`src/rtl/eepw_pkg.sv`:
```
// Purpose: shared constants, types and ecc functions for the eeprom slave
// Assumes: 10 MHz reference clock
// Notes: ecc is a 38-bit hamming code over 32-bit words
package eepw_pkg;
  localparam logic [3:0] EEPW_TYPE_MAIN = 4'hA;
  localparam logic [3:0] EEPW_TYPE_ID = 4'hB;
  localparam logic [3:0] EEPW_ACK_CNT = 4'h8;
  localparam logic [3:0] EEPW_REL_CNT = 4'h9;
  localparam int EEPW_LOCK_ADDR_BIT = 10;
  localparam int EEPW_LOCK_DATA_BIT = 1;
  localparam int EEPW_ROW_WORDS = 8;
  localparam int EEPW_MEM_WORDS = 2056;
  localparam int EEPW_FIFO_DEPTH = 8;
  localparam int EEPW_CLK_MHZ = 10;
  localparam int EEPW_WRITE_TIME_US = 5000;
  localparam int EEPW_WRITE_CYC = EEPW_WRITE_TIME_US * EEPW_CLK_MHZ;
  localparam logic [15:0] EEPW_ADDR_RST = 16'h0000;
  localparam logic [4:0] EEPW_OFF_RST = 5'h00;
  localparam logic [16:0] EEPW_WT_RST = 17'h00000;
  localparam logic [3:0] EEPW_WI_RST = 4'h0;

  typedef enum {
    EEPW_IDLE, EEPW_DEVSEL, EEPW_ADDR_HI, EEPW_ADDR_LO, EEPW_DATA,
    EEPW_IGNORE, EEPW_BUSY
  } eepw_state_t;

  typedef struct packed {
    logic [4:0] off;
    logic [7:0] data;
  } eepw_byte_t;

  // syndrome over positions 1..38, check bits at powers of two
  function automatic logic [5:0] eepw_ecc_syn(input logic [31:0] d,
                                              input logic [5:0] c);
    logic [5:0] s;
    int k;
    s = c;
    k = 0;
    for (int p = 1; p < 39; p++) begin
      if ((p & (p - 1)) != 0) begin
        if (d[k]) s = s ^ p[5:0];
        k++;
      end
    end
    return s;
  endfunction

  function automatic logic [31:0] eepw_ecc_fix(input logic [31:0] d,
                                               input logic [5:0] c);
    logic [5:0] s;
    logic [31:0] r;
    int k;
    s = eepw_ecc_syn(d, c);
    r = d;
    k = 0;
    for (int p = 1; p < 39; p++) begin
      if ((p & (p - 1)) != 0) begin
        if (s == p[5:0]) r[k] = ~r[k];
        k++;
      end
    end
    return r;
  endfunction
endpackage

```
`src/rtl/eepw_top.sv`:
```
// Purpose: two-wire eeprom slave, addressing and write path
// Assumes: bus pins sampled by the 10 MHz reference clock
// Notes: read transfers are acked at select and then ignored
`timescale 1ns/100ps

module eepw_fifo #(
  parameter int W = 13,
  parameter int D = 8
) (
  input wire logic ref_clk_i,
  input wire logic rst_i,
  input wire logic in_valid_i,
  output logic in_ready_o,
  input wire logic [W-1:0] in_data_i,
  output logic out_valid_o,
  input wire logic out_ready_i,
  output logic [W-1:0] out_data_o
);
  localparam int AW = $clog2(D);
  logic [W-1:0] mem_q [0:D-1];
  logic [AW:0] wp_q;
  logic [AW:0] rp_q;
  wire push = in_valid_i & in_ready_o;
  wire pop = out_valid_o & out_ready_i;
  wire full = (wp_q[AW] != rp_q[AW]) & (wp_q[AW-1:0] == rp_q[AW-1:0]);
  assign in_ready_o = ~full;
  assign out_valid_o = wp_q != rp_q;
  assign out_data_o = mem_q[rp_q[AW-1:0]];
  always_ff @(posedge ref_clk_i or posedge rst_i) begin
    if (rst_i) begin
      wp_q <= '0;
      rp_q <= '0;
    end else begin
      if (push) wp_q <= wp_q + 1'b1;
      if (pop) rp_q <= rp_q + 1'b1;
    end
  end
  always_ff @(posedge ref_clk_i) begin
    if (push) mem_q[wp_q[AW-1:0]] <= in_data_i;
  end
endmodule

module eepw_top import eepw_pkg::*; #(
  parameter int WRITE_CYCLES = EEPW_WRITE_CYC
) (
  input wire logic ref_clk_i,
  input wire logic rst_i,
  input wire logic scl_i,
  input wire logic sda_i,
  output logic sda_o,
  output logic sda_oe_o,
  input wire logic chip_select_bit0_i,
  input wire logic chip_select_bit1_i,
  input wire logic chip_select_bit2_i,
  input wire logic write_protect_input_i,
  output logic busy_o,
  output logic id_locked_o
);
  eepw_state_t state_q;
  logic scl_m, scl_s, scl_p, sda_m, sda_s, sda_p, wp_m, wp_s;
  logic [2:0] cs_m, cs_s;
  logic [3:0] cnt_q;
  logic [7:0] sh_q;
  logic oe_q, lo_q, slot10_q, id_q, lock_pend_q, locked_q, busy_q;
  logic [15:0] addr_q;
  logic [4:0] off_q, last_q;
  logic [7:0] pg_q [0:31];
  logic [31:0] msk_q;
  logic [3:0] wi_q;
  logic [16:0] wt_q;
  logic [37:0] mem_q [0:EEPW_MEM_WORDS-1];

  wire start = scl_s & scl_p & sda_p & ~sda_s;
  wire stop = scl_s & scl_p & ~sda_p & sda_s;
  wire rise = scl_s & ~scl_p;
  wire fall = ~scl_s & scl_p;
  wire busy = state_q == EEPW_BUSY;
  wire at_ack = fall & (cnt_q == EEPW_ACK_CNT) & ~busy;
  wire at_rel = fall & (cnt_q == EEPW_REL_CNT);
  wire type_ok = (sh_q[7:4] == EEPW_TYPE_MAIN) | (sh_q[7:4] == EEPW_TYPE_ID);
  wire sel_ok = type_ok & (sh_q[3:1] == cs_s);
  wire lock_cmd = id_q & addr_q[EEPW_LOCK_ADDR_BIT];
  wire in_ready;
  wire data_ok = ~wp_s & in_ready & ~(id_q & locked_q);
  wire push = at_ack & (state_q == EEPW_DATA) & data_ok & ~lock_cmd;
  wire stop_go = stop & slot10_q & ~busy & ((|msk_q) | lock_pend_q);
  logic ack_d;
  always_comb begin
    case (state_q)
      EEPW_DEVSEL: ack_d = sel_ok;
      EEPW_ADDR_HI: ack_d = 1'b1;
      EEPW_ADDR_LO: ack_d = 1'b1;
      EEPW_DATA: ack_d = data_ok;
      default: ack_d = 1'b0;
    endcase
  end

  eepw_byte_t in_b, out_b;
  logic out_valid;
  wire pop = out_valid & ~busy;
  assign in_b = '{off: off_q, data: sh_q};
  eepw_fifo #(.W($bits(eepw_byte_t)), .D(EEPW_FIFO_DEPTH)) u_fifo (
    .ref_clk_i(ref_clk_i),
    .rst_i(rst_i),
    .in_valid_i(push),
    .in_ready_o(in_ready),
    .in_data_i(in_b),
    .out_valid_o(out_valid),
    .out_ready_i(~busy),
    .out_data_o(out_b)
  );

  // commit path: one word per cycle, then the write timer
  // row select: main array row from addr_q, or row 0 of the id page
  wire [11:0] idx = {id_q, id_q ? 8'h00 : addr_q[12:5], wi_q[2:0]};
  wire [37:0] rd_w = mem_q[idx];
  wire [31:0] fixed = eepw_ecc_fix(rd_w[31:0], rd_w[37:32]);
  wire [3:0] wmsk = msk_q[{wi_q[2:0], 2'b00} +: 4];
  logic [31:0] merged;
  for (genvar g = 0; g < 4; g++) begin : g_lane
    assign merged[8*g +: 8] = wmsk[g] ? pg_q[{wi_q[2:0], 2'(g)}]
                                      : fixed[8*g +: 8];
  end
  wire in_commit = busy & ~wi_q[3];
  wire wt_done = wi_q[3] & (wt_q == 17'(WRITE_CYCLES - 1));

  // whole word and check bits rewritten
  always_ff @(posedge ref_clk_i) begin
    if (in_commit & (|wmsk))
      mem_q[idx] <= {eepw_ecc_syn(merged, 6'h00), merged};
  end

  always_ff @(posedge ref_clk_i or posedge rst_i) begin
    if (rst_i) begin
      {scl_m, scl_s, scl_p, sda_m, sda_s, sda_p} <= 6'h3F;
      {wp_m, wp_s} <= 2'h0;
      cs_m <= 3'h0;
      cs_s <= 3'h0;
    end else begin
      {scl_m, scl_s, scl_p} <= {scl_i, scl_m, scl_s};
      {sda_m, sda_s, sda_p} <= {sda_i, sda_m, sda_s};
      {wp_m, wp_s} <= {write_protect_input_i, wp_m};
      cs_m <= {chip_select_bit2_i, chip_select_bit1_i, chip_select_bit0_i};
      cs_s <= cs_m;
    end
  end

  always_ff @(posedge ref_clk_i or posedge rst_i) begin
    if (rst_i) begin
      cnt_q <= 4'h0;
      sh_q <= 8'h00;
    end else if (start & ~busy) begin
      cnt_q <= 4'h0;
    end else if (rise & (cnt_q < EEPW_REL_CNT)) begin
      cnt_q <= cnt_q + 4'h1;
      if (cnt_q < EEPW_ACK_CNT) sh_q <= {sh_q[6:0], sda_s};
    end else if (at_rel) begin
      cnt_q <= 4'h0;
    end
  end

  always_ff @(posedge ref_clk_i or posedge rst_i) begin
    if (rst_i) begin
      oe_q <= 1'b0;
      lo_q <= 1'b0;
      slot10_q <= 1'b0;
    end else begin
      lo_q <= 1'b0;
      if (busy | start | stop) oe_q <= 1'b0;
      else if (at_ack) oe_q <= ack_d;
      else if (at_rel) oe_q <= 1'b0;
      // mark slot after a data ack
      if (at_rel) slot10_q <= (state_q == EEPW_DATA) & oe_q;
      else if (fall | start) slot10_q <= 1'b0;
    end
  end

  always_ff @(posedge ref_clk_i or posedge rst_i) begin
    if (rst_i) begin
      state_q <= EEPW_IDLE;
      id_q <= 1'b0;
      addr_q <= EEPW_ADDR_RST;
      off_q <= EEPW_OFF_RST;
      lock_pend_q <= 1'b0;
      locked_q <= 1'b0;
      wi_q <= EEPW_WI_RST;
      wt_q <= EEPW_WT_RST;
      busy_q <= 1'b0;
    end else if (busy) begin
      if (~wi_q[3]) wi_q <= wi_q + 4'h1;
      else wt_q <= wt_q + 17'h1;
      if (wt_done) begin
        state_q <= EEPW_IDLE;
        if (~lock_pend_q) addr_q <= {addr_q[15:5], last_q} + 16'h1;
        if (lock_pend_q) locked_q <= 1'b1;
        lock_pend_q <= 1'b0;
        busy_q <= 1'b0;
      end
    end else if (start) begin
      state_q <= EEPW_DEVSEL;
      lock_pend_q <= 1'b0;
    end else if (stop) begin
      // only the slot-ten stop starts a write
      state_q <= stop_go ? EEPW_BUSY : EEPW_IDLE;
      wi_q <= EEPW_WI_RST;
      wt_q <= EEPW_WT_RST;
      if (~stop_go) lock_pend_q <= 1'b0;
      busy_q <= stop_go;
    end else if (at_ack) begin
      case (state_q)
        EEPW_DEVSEL: begin
          id_q <= sh_q[7:4] == EEPW_TYPE_ID;
          state_q <= (sel_ok & ~sh_q[0]) ? EEPW_ADDR_HI : EEPW_IGNORE;
        end
        EEPW_ADDR_HI: begin
          addr_q[15:8] <= sh_q;
          state_q <= EEPW_ADDR_LO;
        end
        EEPW_ADDR_LO: begin
          addr_q[7:0] <= sh_q;
          off_q <= sh_q[4:0];
          state_q <= EEPW_DATA;
        end
        EEPW_DATA: begin
          if (~data_ok) state_q <= EEPW_IGNORE;
          else if (lock_cmd) lock_pend_q <= sh_q[EEPW_LOCK_DATA_BIT];
          else off_q <= off_q + 5'h1;
        end
        default: state_q <= state_q;
      endcase
    end
  end

  // page latch and byte mask; mask cleared by start and at write end
  always_ff @(posedge ref_clk_i or posedge rst_i) begin
    if (rst_i) begin
      msk_q <= 32'h0000_0000;
      last_q <= EEPW_OFF_RST;
    end else if (wt_done | (start & ~busy)) begin
      msk_q <= 32'h0000_0000;
    end else if (pop) begin
      msk_q[out_b.off] <= 1'b1;
      last_q <= out_b.off;
    end
  end
  always_ff @(posedge ref_clk_i) begin
    if (pop) pg_q[out_b.off] <= out_b.data;
  end

  assign sda_o = lo_q;
  assign sda_oe_o = oe_q;
  assign busy_o = busy_q;
  assign id_locked_o = locked_q;

  chk_ack_select: assert property (
    @(posedge ref_clk_i) disable iff (rst_i)
    at_ack & (state_q == EEPW_DEVSEL) & sel_ok & ~start & ~stop
    |=> sda_oe_o) else $error("select not acked");
  chk_mismatch_standby: assert property (
    @(posedge ref_clk_i) disable iff (rst_i)
    at_ack & (state_q == EEPW_DEVSEL) & ~sel_ok & ~start & ~stop
    |=> !sda_oe_o && state_q == EEPW_IGNORE)
    else $error("mismatch not ignored");
  chk_ack_release: assert property (
    @(posedge ref_clk_i) disable iff (rst_i)
    at_rel |=> !sda_oe_o) else $error("ack held too long");
  chk_busy_quiet: assert property (
    @(posedge ref_clk_i) disable iff (rst_i)
    busy ##1 busy |-> !sda_oe_o) else $error("line driven busy");
  chk_wp_nack: assert property (
    @(posedge ref_clk_i) disable iff (rst_i)
    at_ack & (state_q == EEPW_DATA) & wp_s |=> !sda_oe_o && !busy)
    else $error("protected byte acked");
  chk_addr_ack: assert property (
    @(posedge ref_clk_i) disable iff (rst_i)
    at_ack & ((state_q == EEPW_ADDR_HI) | (state_q == EEPW_ADDR_LO))
    & ~start & ~stop |=> sda_oe_o) else $error("address not acked");
  chk_stop_write: assert property (
    @(posedge ref_clk_i) disable iff (rst_i)
    stop_go |=> busy_o) else $error("write not started");
  chk_stray_stop: assert property (
    @(posedge ref_clk_i) disable iff (rst_i)
    stop & ~busy & ~slot10_q |=> !busy_o)
    else $error("stray stop wrote");
  chk_locked_nack: assert property (
    @(posedge ref_clk_i) disable iff (rst_i)
    at_ack & (state_q == EEPW_DATA) & id_q & locked_q |=> !sda_oe_o)
    else $error("locked page acked");
  chk_offset_wrap: assert property (
    @(posedge ref_clk_i) disable iff (rst_i)
    push |=> off_q == $past(off_q) + 5'h1)
    else $error("offset not advanced");
  chk_bit_sample: assert property (
    @(posedge ref_clk_i) disable iff (rst_i)
    rise & (cnt_q < EEPW_ACK_CNT) & ~start & ~busy
    |=> sh_q[0] == $past(sda_s)) else $error("bit not sampled");
  chk_addr_advance: assert property (
    @(posedge ref_clk_i) disable iff (rst_i)
    wt_done & ~lock_pend_q |=> addr_q[4:0] == $past(last_q) + 5'h1)
    else $error("address not advanced");
  chk_lock_set: assert property (
    @(posedge ref_clk_i) disable iff (rst_i)
    wt_done & lock_pend_q |=> id_locked_o) else $error("lock not set");
  cov_write: cover property (@(posedge ref_clk_i) disable iff (rst_i)
    stop_go & ~id_q);
  cov_id_write: cover property (@(posedge ref_clk_i) disable iff (rst_i)
    stop_go & id_q & ~lock_pend_q);
  cov_lock: cover property (@(posedge ref_clk_i) disable iff (rst_i)
    wt_done & lock_pend_q);
  cov_wp: cover property (@(posedge ref_clk_i) disable iff (rst_i)
    at_ack & (state_q == EEPW_DATA) & wp_s);
endmodule

```
`config.mk`:
```
export PLATFORM = sky130hd
export DESIGN_NAME = eepw_top
export DESIGN_NICKNAME = d
export VERILOG_FILES = /design/src/rtl/eepw_pkg.sv /design/src/rtl/eepw_top.sv
export SDC_FILE = /design/constraint.sdc
export NUM_CORES = 1
export LEC_CHECK = 0
export BUFFER_PORTS_ARGS = -buffer_cell sky130_fd_sc_hd__buf_4
export CORE_ASPECT_RATIO = 0.6
export CORE_MARGIN = 4
export CORE_UTILIZATION = 45
export CTS_BUF_LIST = sky130_fd_sc_hd__clkbuf_2
export DETAILED_ROUTE_END_ITERATION = 16
export GPL_TIMING_DRIVEN = 0
export HOLD_SLACK_MARGIN = 0.02
export PLACE_DENSITY = 0.6
export REMOVE_ABC_BUFFERS = 1
export SLEW_MARGIN = 20
export SYNTH_ARGS = -nofsm -noshare
export SYNTH_HDL_FRONTEND = slang
export SYNTH_SLANG_ARGS = --single-unit
```
`constraint.sdc`:
```
create_clock -name ref_clk_i -period 3.5 [get_ports ref_clk_i]
set_clock_uncertainty 0.05 [all_clocks]
set_input_delay 0.175 -clock ref_clk_i [delete_from_list [all_inputs] [get_ports ref_clk_i]]
set_output_delay 0.175 -clock ref_clk_i [all_outputs]
set_load 0.05 [all_outputs]
```
## Yosys cells after proc, flatten, opt, wreduce, memory -nomap -nowiden

Memories as Yosys holds them, arrays and structs flattened.
Cells that the tools add are included.

- RAM bits: 104
- Register bits: 151
- Memories: 1
- Word-level logic and storage cells: 201

- Reductions and logical operators: 30
- Add/sub/neg operators: 7
- Bitwise logic cells: 50
- Magnitude comparators: 4
- Multiplexer cells: 55
- Equality and inequality tests: 25

Memory list:

| memory | words | bits a word | read ports | clocked after memory_dff | write ports | RTL line | source |
|---|---|---|---|---|---|---|---|
| u_fifo.mem_q | 8 | 13 | 1 | 0 | 1 | eepw_top.sv:20 | `logic [W-1:0] mem_q [0:D-1];` |

Operator list:

| cell | number |
|---|---|
| 32-bit two-way mux | 8 |
| 32-bit case mux with 4 select lines | 1 |
| 16-bit two-way mux | 6 |
| 17-bit two-way mux | 4 |
| 32-bit by 2-bit == test with 1-bit output, second input constant | 2 |
| 32-bit by 4-bit == test with 1-bit output, second input constant | 2 |
| 32-bit by 1-bit == test with 1-bit output, second input constant | 1 |
| 32-bit by 3-bit == test with 1-bit output, second input constant | 1 |
| 32-bit OR | 1 |
| 32-bit OR reduction | 1 |
| 1-bit bitwise AND | 29 |
| 4-bit two-way mux | 7 |
| 1-bit two-way mux | 20 |
| 6-bit AND reduction | 3 |
| 17-bit by 1-bit adder with 17-bit output, second input constant | 1 |
| 17-bit by 16-bit == test with 1-bit output, second input constant | 1 |
| 16-bit by 1-bit adder with 16-bit output, second input constant | 1 |
| 4-bit by 1-bit adder with 4-bit output, second input constant | 4 |
| 4-bit == test, second input constant | 4 |
| 8-bit two-way mux | 2 |
| 4-bit nonzero test | 4 |
| 3-bit AND reduction | 5 |
| 1-bit NOT | 14 |
| 2-bit nonzero test | 7 |
| 25 further kinds | 42 |

## Longest topological paths before layout

Gate-level depths: netlist of run 1.

- Depth in word-level cells: 11
- Mapped depth: 9
- Mapped depth without buffers: 7

## Hierarchy

From an unflattened synthesis of run 1, not the netlist that was laid out.

- Cell total of the unflattened synthesis: 680
- Area, all modules: 9550.4 µm²

By module, submodules not included:

| module | times used | area an instance (µm²) | cells each |
|---|---|---|---|
| eepw_top | 1 | 4984.8 | 470 |
| eepw_fifo | 1 | 4565.6 | 210 |

## Least setup slack after synthesis of run 1

OpenSTA, ideal clock, no wires.

- Path kind: flip-flop to flip-flop
- Start point: reg state_q[0]
- End point: mem u_fifo.mem_q[1][10], enable pin
- Setup slack: 0.978 ns
- Path buffers: 2
- Setup time: 0.384 ns
- Period minus slack after synthesis: 2.522 ns
- Arrival time: 2.089 ns
- Stages on the path, launching flop included: 7
- Cells stage by stage: dfrtp_1 buf_2 or3b_1 buf_2 a21oi_2 nand3_1 nor4b_1

- Word-level cells in the longest chain between the ends: 9

Ends and longest elaborated chain:

| item | RTL line | source |
|---|---|---|
| start, declared | eepw_top.sv:59 | `eepw_state_t state_q;` |
| start signal, assigned | eepw_top.sv:204 | `state_q <= stop_go ? EEPW_BUSY : EEPW_IDLE;` |
| start signal, assigned | eepw_top.sv:213 | `state_q <= (sel_ok & ~sh_q[0]) ? EEPW_ADDR_HI : EEPW_IGNORE;` |
| start signal, assigned | eepw_top.sv:229 | `default: state_q <= state_q;` |
| 32-bit by 4-bit == test with 1-bit output | eepw_top.sv:77 | `wire busy = state_q == EEPW_BUSY;` |
| 1-bit NOT (no line) | -- |  |
| 1-bit bitwise AND | eepw_top.sv:78 | `wire at_ack = fall & (cnt_q == EEPW_ACK_CNT) & ~busy;` |
| 1-bit bitwise AND * (3 in a row) | eepw_top.sv:85 | `wire push = at_ack & (state_q == EEPW_DATA) & data_ok & ~lock_cmd;` |
| 1-bit bitwise AND * | eepw_top.sv:23 | `wire push = in_valid_i & in_ready_o;` |
| 1-bit two-way mux * | eepw_top.sv:39 | `if (push) mem_q[wp_q[AW-1:0]] <= in_data_i;` |
| 1-bit two-way mux (not written as such) * | eepw_top.sv:39 |  |
| end, declared | eepw_top.sv:20 |  |

Every way passes the cells marked *; elsewhere a longest branch is shown, timed or not.

## Worst setup path after layout of run 1

- Start point: reg state_q[2]
- End point: reg wt_q[15]

- Word-level cells in the longest chain between the ends: 3

Ends and longest elaborated chain:

| item | RTL line | source |
|---|---|---|
| 32-bit by 4-bit == test with 1-bit output * | eepw_top.sv:77 |  |
| 2-bit != test (no line) (tied with other cells) | -- |  |
| 3-bit AND reduction (no line) | -- |  |
| end signal, assigned | eepw_top.sv:191 | `else wt_q <= wt_q + 17'h1;` |
| end, declared | eepw_top.sv:70 | `logic [16:0] wt_q;` |

Marked as above.
A chain may end at the register's enable or synchronous reset.

==> metrics.md, run 1 <==
| Metric | Value |
|---|---|
| Num CTS Buffers | `17` |
| Hpwl dp | `around 11 mm` |
| Peak supply drop | `approximately 0.32 mV` |
| Synthesized flop and latch total | `about 150` |
| Total GRT Usage | `18.0%` |
| Slew headroom | `32.0%` |
| FP Rows | `34` |
| Max Slew Vio Count | `0` |
| HP Class | `flop to flop` |
| Buffers added on ports | `10` |
| Die height | `approximately 100 um` |
| Post-CTS setup buffers | `0` |
| CP Class | `flop to flop` |
| Die W | `169 um` |
| Largest net degree at the start of global routing | `61` |
| Initial antenna violation count | `0` |
| Total gr overflow | `0` |
| Leakage Power | `3.18 nW` |
| Netlist cell types | `73` |
| RSZ-0062 raised after global routing | `false` |
| Avg Vias per Cell | `5.80` |
| CTS Sinks | `152` |
| Clock slew at reported path FFs | `0.23 ns` |
| YS warnings | `0` |
| Routability cong. | `between 0.8 and 0.9` |
| Tcrit/Tclk final | `92.8%` |
| Status | `finished clean` |
| Routed vias | `4751` |
| Final setup viols | `0` |
| Min Tclk post-route | `3.25 ns` |
| Critical path launch point type | `flop` |
| Post-synth EDFFs | `40` |
| Worst path arrival time | `~3.8 ns` |
| CP max FO | `20` |
| CTS tree | `done` |
| Share of post-route cells with drive strength above 1 | `15.8%` |
| Slew @ Worst Pin | `~1.0 ns` |
| Mean Syn Cell Area | `about 12 sq um` |
| FMAX | `slightly above 0.3 GHz` |
| First-pass GRT wire length | `approximately 25 mm` |
| Wire per inst | `roughly 18 um` |
| Setup crit end | `wt_q[15]` |
| Initial Utilization | `between 40% and 50%` |
| Area grow syn2layout | `9.89%` |
| Fin util | `51.7%` |
| Synth Flop Type | `dfrtp_1` |
| Synth Cell Area | `roughly 7000 sq um` |
| Final Hold Fails | `0` |
| Async set or reset register ratio after synthesis | `between 70% and 80%` |
| Max-cap viol count | `0` |
| Reg-to-reg startpoint | `state_q[2]` |
| Cells after Synth | `roughly 590` |
| Die footprint | `around 18000 sq um` |
| Most frequent cells in the layout | `dfrtp_1 (106), nand2_1 (55), edfxtp_1 (40)` |
| Worst Setup SP | `state_q[2]` |
| Crit path capture type | `flop` |
| Vias in the first global route | `4708` |
| Max clock buf depth | `2` |
| Clock Tree Root | `clkbuf_2` |
| Post-layout nets | `roughly 620` |
| Worst EP required | `4.08 ns` |
| Residual DRC | `0` |
| Register area share after synthesis | `57.6%` |
| Post-route ant nets | `0` |
| Pwr dens | `636 nW/um^2` |
| Number of I/O pins | `12` |
| DRT iter0 DRCs | `about 370` |
| Total chip power | `4.87 mW` |
| Flop2flop setup slack | `0.25 ns` |
| H-tree levels | `4` |
| RR Endpoint | `wt_q[15]` |
| Antenna Cells | `0` |
| R2R cell count | `5` |
| CORE AREA | `14800 sq um` |
| WL final | `between 15 and 20 mm` |
| Clk_lat worst skew | `0.69 ns` |
| Commonest non-fill, non-tap cell in the layout | `dfrtp_1` |
| DRT Pass-1 Iters | `5` |
per-stage QoR:
step	instance area (sq um)	cells	worst slack (ns)	hold WS [ns]	setup TNS, ns
2_1_floorplan	6850	563	0.210	0.129	0
3_3_place_gp	7170	771	-1.07	0.233	-120.32
3_5_place_dp	7260	773	0.378	0.211	0
4_1_cts	7640	818	0.346	0.0206	0
5_1_grt	7660	819	0.0825	0.322	0
6_report	7660	819	0.251	0.317	0
registers in the layout, summed over array words and instances, names as in the netlist, 5 cells and up:
signal and cells:
msk_q 32, last_q 5, addr_q 6, u_fifo.mem_q 40, sh_q 8, wt_q 17
off_q 5
metal layers:
layer | share of wire (%) | track usage, % | wire length, um | vias to the layer above
met5 | 0 | 0 | 0 | -
met4 | 1.1 | 4.23 | 167 | 0
met3 | 5.9 | 5.39 | 892 | 19
met2 | 41 | 24.2 | 6220 | 127
met1 | 52 | 28.3 | 7750 | 2361
li1 | - | - | - | 2244
power by group:
part           total [mW]  switching (mW)  internal, mW
combinational        1.33           0.690         0.635
sequential           2.51           0.387          2.12
clock                1.03           0.626         0.406
cell families after synthesis:
| group | Yosys count | synth area share (%) |
|---|---|---|
| adder cells (fa/ha/maj) | 8 | 1.44 |
| other | 1 | 0.0538 |
| flip-flops | 152 | 57.6 |
| buffers and inverters | 36 | 2.28 |
| XOR/XNOR | 25 | 3.14 |
| AND/OR/NAND/NOR | 206 | 15.8 |
| multiplexers | 35 | 7.59 |
| AO/OA/AOI/OAI | 126 | 12.2 |
synthesized netlist by cell type, types with 8 or more instances:
master      n  area (sq um)
nor2_1     37           139
nor3_1     12          60.1
a22o_1     16           140
nor4_1     12          75.1
xnor2_1    14           123
nand2_1    55           206
ha_1        8           100
o21ai_0    30           150
and3_1      9          56.3
mux2_2     18           203
a21oi_1    23           115
dfrtp_1   106          2650
nand3_1    20           100
inv_1      10          37.5
clkbuf_1   10          37.5
nand4_1    16           100
xor2_1     11          96.3
edfxtp_1   40          1200
buf_2      10          50.1
o21ai_1     9          45.0
timing repair:
action / CTS / global route
hold endpoints to repair: 118 / 1
hold buffers: 13 / 1
gates resized for setup: 0 / 0
critical path, cell delays in order (launching register included):
cell and delay, ns:
dfrtp_1 0.71, nand3b_1 0.73, mux2i_1 0.73, nand4_1 0.35
or4_1 0.54, nand2_1 0.07
how the worst min path moves through the flow:
| stage | from | to | slack (ns) | depth (start not counted) |
|---|---|---|---|---|
| after floorplan | scl_i | scl_m | 0.13 | 0 |
| after global routing | sda_m | sda_s | 0.32 | 0 |
| final | sda_m | sda_s | 0.32 | 0 |
| after global placement | scl_i | scl_m | 0.23 | 1 |
| after CTS | chip_select_bit0_i | cs_m[0] | 0.02 | 2 |
| after detailed placement | rst_i | u_fifo.wp_q[0] | 0.21 | 2 |
area by class of cell:
cell class                 instances  area (sq um)
multi-input combinational        401          2830
clock inverter                    12           153
sequential                       152          4010
fill                            1318          7150
timing repair buffer              26           270
tap                              198           248
inverter                          10          42.5
clock buffer                      20           100
Power figures use the tool's default switching activity.
==> run 2, diff against run 1 <==
--- a/config.mk
+++ b/config.mk
@@ -8,13 +8,13 @@
 export BUFFER_PORTS_ARGS = -buffer_cell sky130_fd_sc_hd__buf_4
 export CORE_ASPECT_RATIO = 0.6
 export CORE_MARGIN = 4
-export CORE_UTILIZATION = 45
+export CORE_UTILIZATION = 50
 export CTS_BUF_LIST = sky130_fd_sc_hd__clkbuf_2
 export DETAILED_ROUTE_END_ITERATION = 16
 export GPL_TIMING_DRIVEN = 0
 export HOLD_SLACK_MARGIN = 0.02
-export PLACE_DENSITY = 0.6
-export REMOVE_ABC_BUFFERS = 1
+export PLACE_DENSITY = 0.66
+export SKIP_LAST_GASP = 1
 export SLEW_MARGIN = 20
 export SYNTH_ARGS = -nofsm -noshare
 export SYNTH_HDL_FRONTEND = slang
==> run 2 against run 1 <==
  * Worst hold slack better by 0.0074 ns
  * Combinational power is 14% higher
  * Critical path depth stayed put
  * Sequential share of layout area is 0.70 points lower
  * Setup slack better by 0.27 ns
  * Power is 3.8% higher
  * Count of clock-buffer cells in the layout is 3 lower
  * Non-clock buffer count is 25 higher
  * Sequential cell count stayed put
  * Critical path type unchanged
  * Critical endpoint is now u_fifo.mem_q[3][12]
  * Largest cell class unchanged
==> metrics.md, run 2 (synthesis results as in run 1) <==
| Metric | Value |
|---|---|
| HP Class | `flop to flop` |
| Max clock buf depth | `2` |
| Peak supply drop | `0.334 mV` |
| Antenna Cells | `0` |
| Reg-to-reg startpoint | `scl_p` |
| First-pass GRT wire length | `around 25 mm` |
| Die height | `99.5 um` |
| Syn Nets | `605` |
| Most frequent cells in the layout | `dfrtp_1 (106), nand2_1 (55), edfxtp_1 (40)` |
| Pwr dens | `651 nW/um^2` |
| Min Tclk post-route | `2.98 ns` |
| FP Rows | `33` |
| Slew headroom | `34.2%` |
| Routed vias | `4977` |
| Fillers | `1119` |
| Vias in the first global route | `4658` |
| Number of I/O pins | `12` |
| Commonest non-fill, non-tap cell in the layout | `dfrtp_1` |
| Wire per inst | `18.2 um` |
| Total GRT Usage | `19.8%` |
| Die W | `160 um` |
| H-tree levels | `4` |
| Peak per-stage delay on the critical path | `0.88 ns` |
| Initial Utilization | `51.0%` |
| Worst Min Path Start | `scl_m` |
| Multi-input logic area | `2820 sq um` |
| Status | `finished clean` |
| Total gr overflow | `0` |
| Avg Vias per Cell | `5.94` |
| Clock Tree Root | `clkbuf_2` |
| Worst EP required | `3.82 ns` |
| Clock slew at reported path FFs | `0.25 ns` |
| CTS Sinks | `roughly 150` |
| Post-CTS setup buffers | `0` |
| Fin Setup TNS | `0 ns` |
| Slew @ Worst Pin | `0.980 ns` |
| CP Class | `flop to flop` |
| Max reg flops | `40` |
| Largest register by flop count | `u_fifo.mem_q` |
| Min setup slack post-route | `between 0.5 and 0.6 ns` |
| Final setup viols | `0` |
| Clk_lat worst skew | `0.72 ns` |
| Worst path arrival time | `~3.3 ns` |
| RSZ-0062 raised after global routing | `false` |
| Largest net degree at the start of global routing | `84` |
| Pre-CTS setup slack | `~0.56 ns` |
| Max-cap viol count | `0` |
| Routability cong. | `0.904` |
| Hpwl dp | `10.7 mm` |
| Num CTS Buffers | `17` |
| Initial antenna violation count | `0` |
| DRT iter0 DRCs | `464` |
| Critical path launch point type | `flop` |
| Worst Setup SP | `scl_p` |
| Residual DRC | `0` |
| Share of post-route cells with drive strength above 1 | `16.6%` |
| CP max FO | `8` |
| Area grow syn2layout | `11.4%` |
| FMAX | `0.335 GHz` |
| Final Hold Fails | `0` |
| CP cell instances | `and4bb_2 -> and2_1 -> clkbuf_1 -> nand3_1 -> nor3_1` |
| Die footprint | `approximately 16000 sq um` |
| WL final | `15.3 mm` |
| DRT Pass-1 Iters | `5` |
| Buffers added on ports | `10` |
| Largest regs | `u_fifo.mem_q: 40 flops, msk_q: 32 flops, wt_q: 17 flops` |
| Post-route ant nets | `0` |
| Leakage Power | `3.24 nW` |
| Max Slew Vio Count | `0` |
| Tcrit/Tclk final | `85.2%` |
| Register area | `4010 sq um` |
| CORE AREA | `between 10000 and 15000 sq um` |
| Post-layout nets | `649` |
| CP max stage cell | `nor3_1` |
| CTS tree | `done` |
| Crit path capture type | `flop` |
==> run 2: power breakdown <==
| group | switching [mW] | internal [mW] | total, mW | leakage [nW] |
|---|---|---|---|---|
| sequential | 0.265 | 2.13 | 2.39 | 1.85 |
| clock | 0.706 | 0.432 | 1.14 | 0.168 |
| combinational | 0.853 | 0.670 | 1.52 | 1.23 |
| total | 1.82 | 3.23 | 5.05 | 3.24 |
==> run 2: final cells by class <==
cell class,count,area share [%]
Inverter,10,0.548
Sequential cell,152,51.7
Tap cell,192,3.09
Clock buffer,17,1.10
Buffer,26,1.56
Timing Repair Buffer,25,3.13
Multi-Input combinational cell,401,36.3
Clock inverter,15,2.60
==> run 2: path summary, 6_finish.rpt <==
check	cells after the start	slack, ns	end
setup / recovery	5	0.52	u_fifo.mem_q[3][12]
hold / removal	0	0.32	scl_s
setup reg to reg	5	0.52	u_fifo.mem_q[3][12]
hold reg to reg	0	0.32	scl_s
max in group asynchronous	5	2.20	msk_q[21]
min in group asynchronous	4	0.50	cnt_q[3]
==> run 2: critical path: cells and delay by family, from the launching register on <==
family / cells / cell delay (ns)
flip-flops: 1 / 0.64
AND/OR/NAND/NOR: 4 / 1.63
buffers and inverters: 1 / 0.30
==> run 2: metal layers <==
metal / track usage, % / vias to the layer above / share of wire, %
met3: 4.47 / 17 / 7.3
met4: 5.62 / 0 / 1.0
li1: - / 2300 / -
met2: 26.6 / 200 / 41
met1: 32.0 / 2460 / 50
met5: 0 / - / 0
==> run 2: what timing repair did <==
item                                    CTS  global route
endpoints found under the setup margin    0             0
resized for setup                         0             0
hold buffers                             14             0
hold endpoints to repair                118             0
==> run 2: through the flow <==
stage / instance area (sq um) / power, mW / hold WS, ns / utilization [%] / std cells
3_3_place_gp: 7280 / 3.85 / 0.235 / 53.3 / 791
5_1_grt: 7760 / 5.35 / 0.332 / 56.8 / 838
2_1_floorplan: 6970 / 3.50 / 0.129 / - / 589
3_5_place_dp: 7340 / 3.92 / 0.112 / 53.7 / 792
6_report: 7760 / 5.05 / 0.325 / 56.8 / 838
4_1_cts: 7760 / 5.07 / 0.326 / 56.8 / 838
==> run 3, diff against run 2 <==
--- a/config.mk
+++ b/config.mk
@@ -5,6 +5,7 @@
 export SDC_FILE = /design/constraint.sdc
 export NUM_CORES = 1
 export LEC_CHECK = 0
+export ABC_AREA = 1
 export BUFFER_PORTS_ARGS = -buffer_cell sky130_fd_sc_hd__buf_4
 export CORE_ASPECT_RATIO = 0.6
 export CORE_MARGIN = 4
==> run 3 against run 2 <==
  * Sequential cell count is the same
  * Wire length grew 6.7%
  * Critical endpoint is now u_fifo.mem_q[1][11]
  * Sequential power up 3%
==> metrics.md, run 3 <==
| Metric | Value |
|---|---|
| Leakage Power | `3.96 nW` |
| CTS Sinks | `152` |
| Largest net degree at the start of global routing | `58` |
| Post-synth top area share | `35.8%` |
| First-pass GRT wire length | `26.9 mm` |
| Tcrit/Tclk final | `about four fifths` |
| Cells after Synth | `863` |
| Hpwl dp | `between 10 and 15 mm` |
| Synth Flop Type | `dfrtp_1` |
| Largest regs | `u_fifo.mem_q: 40 flops, msk_q: 32 flops, wt_q: 17 flops` |
| Final setup viols | `0` |
| Routed vias | `~5600` |
| Clock slew at reported path FFs | `around 0.25 ns` |
| Cts hold-fix bufs | `12` |
| Die footprint | `16900 sq um` |
| Post-synth top area cell | `dfrtp_1` |
| Die W | `165 um` |
| Number of I/O pins | `12` |
| Post-synth EDFFs | `40` |
| Critical path launch point type | `flop` |
| RSZ-0062 raised after global routing | `false` |
| Synth area leaders | `dfrtp_1 (36%), edfxtp_1 (16%), nand2_1 (13%)` |
| WL final | `~16 mm` |
| Total gr overflow | `0` |
| Max-cap viol count | `0` |
| Buffers added on ports | `10` |
| Max Slew Vio Count | `0` |
| DRT iter0 DRCs | `521` |
| Residual DRC | `0` |
| CTS tree | `done` |
| Async set or reset register ratio after synthesis | `73.7%` |
| CP max FO | `5` |
| Wire per inst | `14.6 um` |
| Max clock buf depth | `2` |
| Pwr dens | `688 nW/um^2` |
| DRT Pass-1 Iters | `5` |
| Post-route insts no fill | `1116` |
| Post-CTS setup buffers | `0` |
| Area grow syn2layout | `9.46%` |
| Mean Syn Cell Area | `roughly 8.6 sq um` |
| Count leader, synth | `nand2_1` |
| Total chip power | `5.59 mW` |
| Synthesized flop and latch total | `152` |
| Vias in the first global route | `between 4000 and 5000` |
| Avg Vias per Cell | `4.99` |
| Most frequent cells in the layout | `nand2_1 (260), dfrtp_1 (106), nor2_1 (95)` |
| Die height | `102 um` |
| Placed cell count | `between 1000 and 1500` |
| Synth Cell Area | `about 7400 sq um` |
| YS warnings | `0` |
| Initial antenna violation count | `0` |
| Post-synth top cells | `nand2_1 (260), dfrtp_1 (106), nor2_1 (95), inv_1 (78), o21ai_0 (49)` |
| # resized after CTS | `0` |
| Post-route ant nets | `0` |
| Commonest non-fill, non-tap cell in the layout | `nand2_1` |
| Final Hold Fails | `0` |
| Routability cong. | `0.882` |
| Worst EP required | `3.78 ns` |
| Status | `finished clean` |
| Crit path capture type | `flop` |
| CORE AREA | `14500 sq um` |
| Min Tclk post-route | `2.76 ns` |
| FMAX | `0.362 GHz` |
| Num CTS Buffers | `17` |
| Largest register by flop count | `u_fifo.mem_q` |
| Slew @ Worst Pin | `0.965 ns` |
| Clock Tree Root | `clkbuf_2` |
| Total GRT Usage | `approximately a fifth` |
| Initial Utilization | `~50%` |
| Netlist cell types | `45` |
| HP Class | `input port to flop` |
| Peak supply drop | `0.402 mV` |
| Share of post-route cells with drive strength above 1 | `13.4%` |
| FP Rows | `34` |
| Post-layout nets | `921` |
| Max reg flops | `40` |
| Antenna Cells | `0` |
| CP Class | `flop to flop` |
| Clk_lat worst skew | `~0.7 ns` |
| Slew headroom | `35.2%` |
| H-tree levels | `4` |
| Syn Nets | `879` |
| Worst path arrival time | `3.05 ns` |
| Register area share after synthesis | `a little over half` |
run 3: cell count changes in the layout (fill, tap and decap cells not counted), moves of 18 or more:
| cell | previous run | this run |
|---|---|---|
| nand2_1 | 55 | 260 |
| nand3_1 | 20 | 45 |
| o21ai_0 | 30 | 49 |
| inv_1 | 9 | 77 |
| nor2_1 | 37 | 95 |
| mux2_2 | 18 | 0 |
| o21ai_1 | 9 | 31 |
run 3: cells by family after synthesis:
group	synth area share, %
AO/OA/AOI/OAI	7.32
flip-flops	54.1
AND/OR/NAND/NOR	29.5
buffers and inverters	6.34
XOR/XNOR	1.42
adder cells (fa/ha/maj)	1.35
other	0.0505
run 3: routing by layer:
layer	share of wire (%)	GRT usage (%)	up-vias
li1	-	-	2862
met5	0	0	-
met1	56	35.7	2536
met4	0.91	4.28	0
met2	37	26.2	159
met3	6.5	3.63	15
run 3: through the flow:
step                      setup WS (ns)  util [%]  instance area, sq um  setup TNS (ns)  hold slack, ns
after floorplan                   0.326         -                  7420               0           0.129
after global placement            -1.11      53.4                  7740         -116.45           0.234
after detailed placement          0.797      53.6                  7770               0           0.222
after CTS                         0.730      56.0                  8120               0          0.0201
after global routing              0.559      56.0                  8120               0          0.0395
final                             0.739      56.0                  8120               0          0.0836
run 3: power breakdown:
part | internal [mW] | switching (mW)
logic | 0.726 | 1.45
clock network | 0.277 | 0.691
registers | 2.16 | 0.283
total | 3.17 | 2.43
run 3: final cells by class:
cell class                 count  area [sq um]
buffer                        15           108
multi-input combinational    601          2940
timing repair buffer          23           223
sequential                   152          4010
clock buffer                  17          85.1
clock inverter                15           141
tap                          198           248
fill                        1310          6380
inverter                      95           368
run 3: path summary, 6_finish.rpt:
kind / from / endpoint / slack [ns] / cells past startpoint
min: chip_select_bit2_i / cs_m[2] / 0.08 / 2
max in group asynchronous: rst_i / sh_q[5] / 2.10 / 5
max: scl_p / u_fifo.mem_q[1][11] / 0.74 / 8
min reg2reg: scl_m / scl_s / 0.32 / 0
max reg2reg: scl_p / u_fifo.mem_q[1][11] / 0.74 / 8
min in group asynchronous: rst_i / wt_q[11] / 0.60 / 4
run 3: worst max-delay path, cell delays in order, from the launching register on:
cell and delay [ns]:
dfstp_2 0.59, inv_1 0.05, nor2_1 0.16, nand3_1 0.20
nor2_4 0.18, nand2_1 0.13, nor2_4 0.17, nand2_2 0.13
nor3_1 0.76
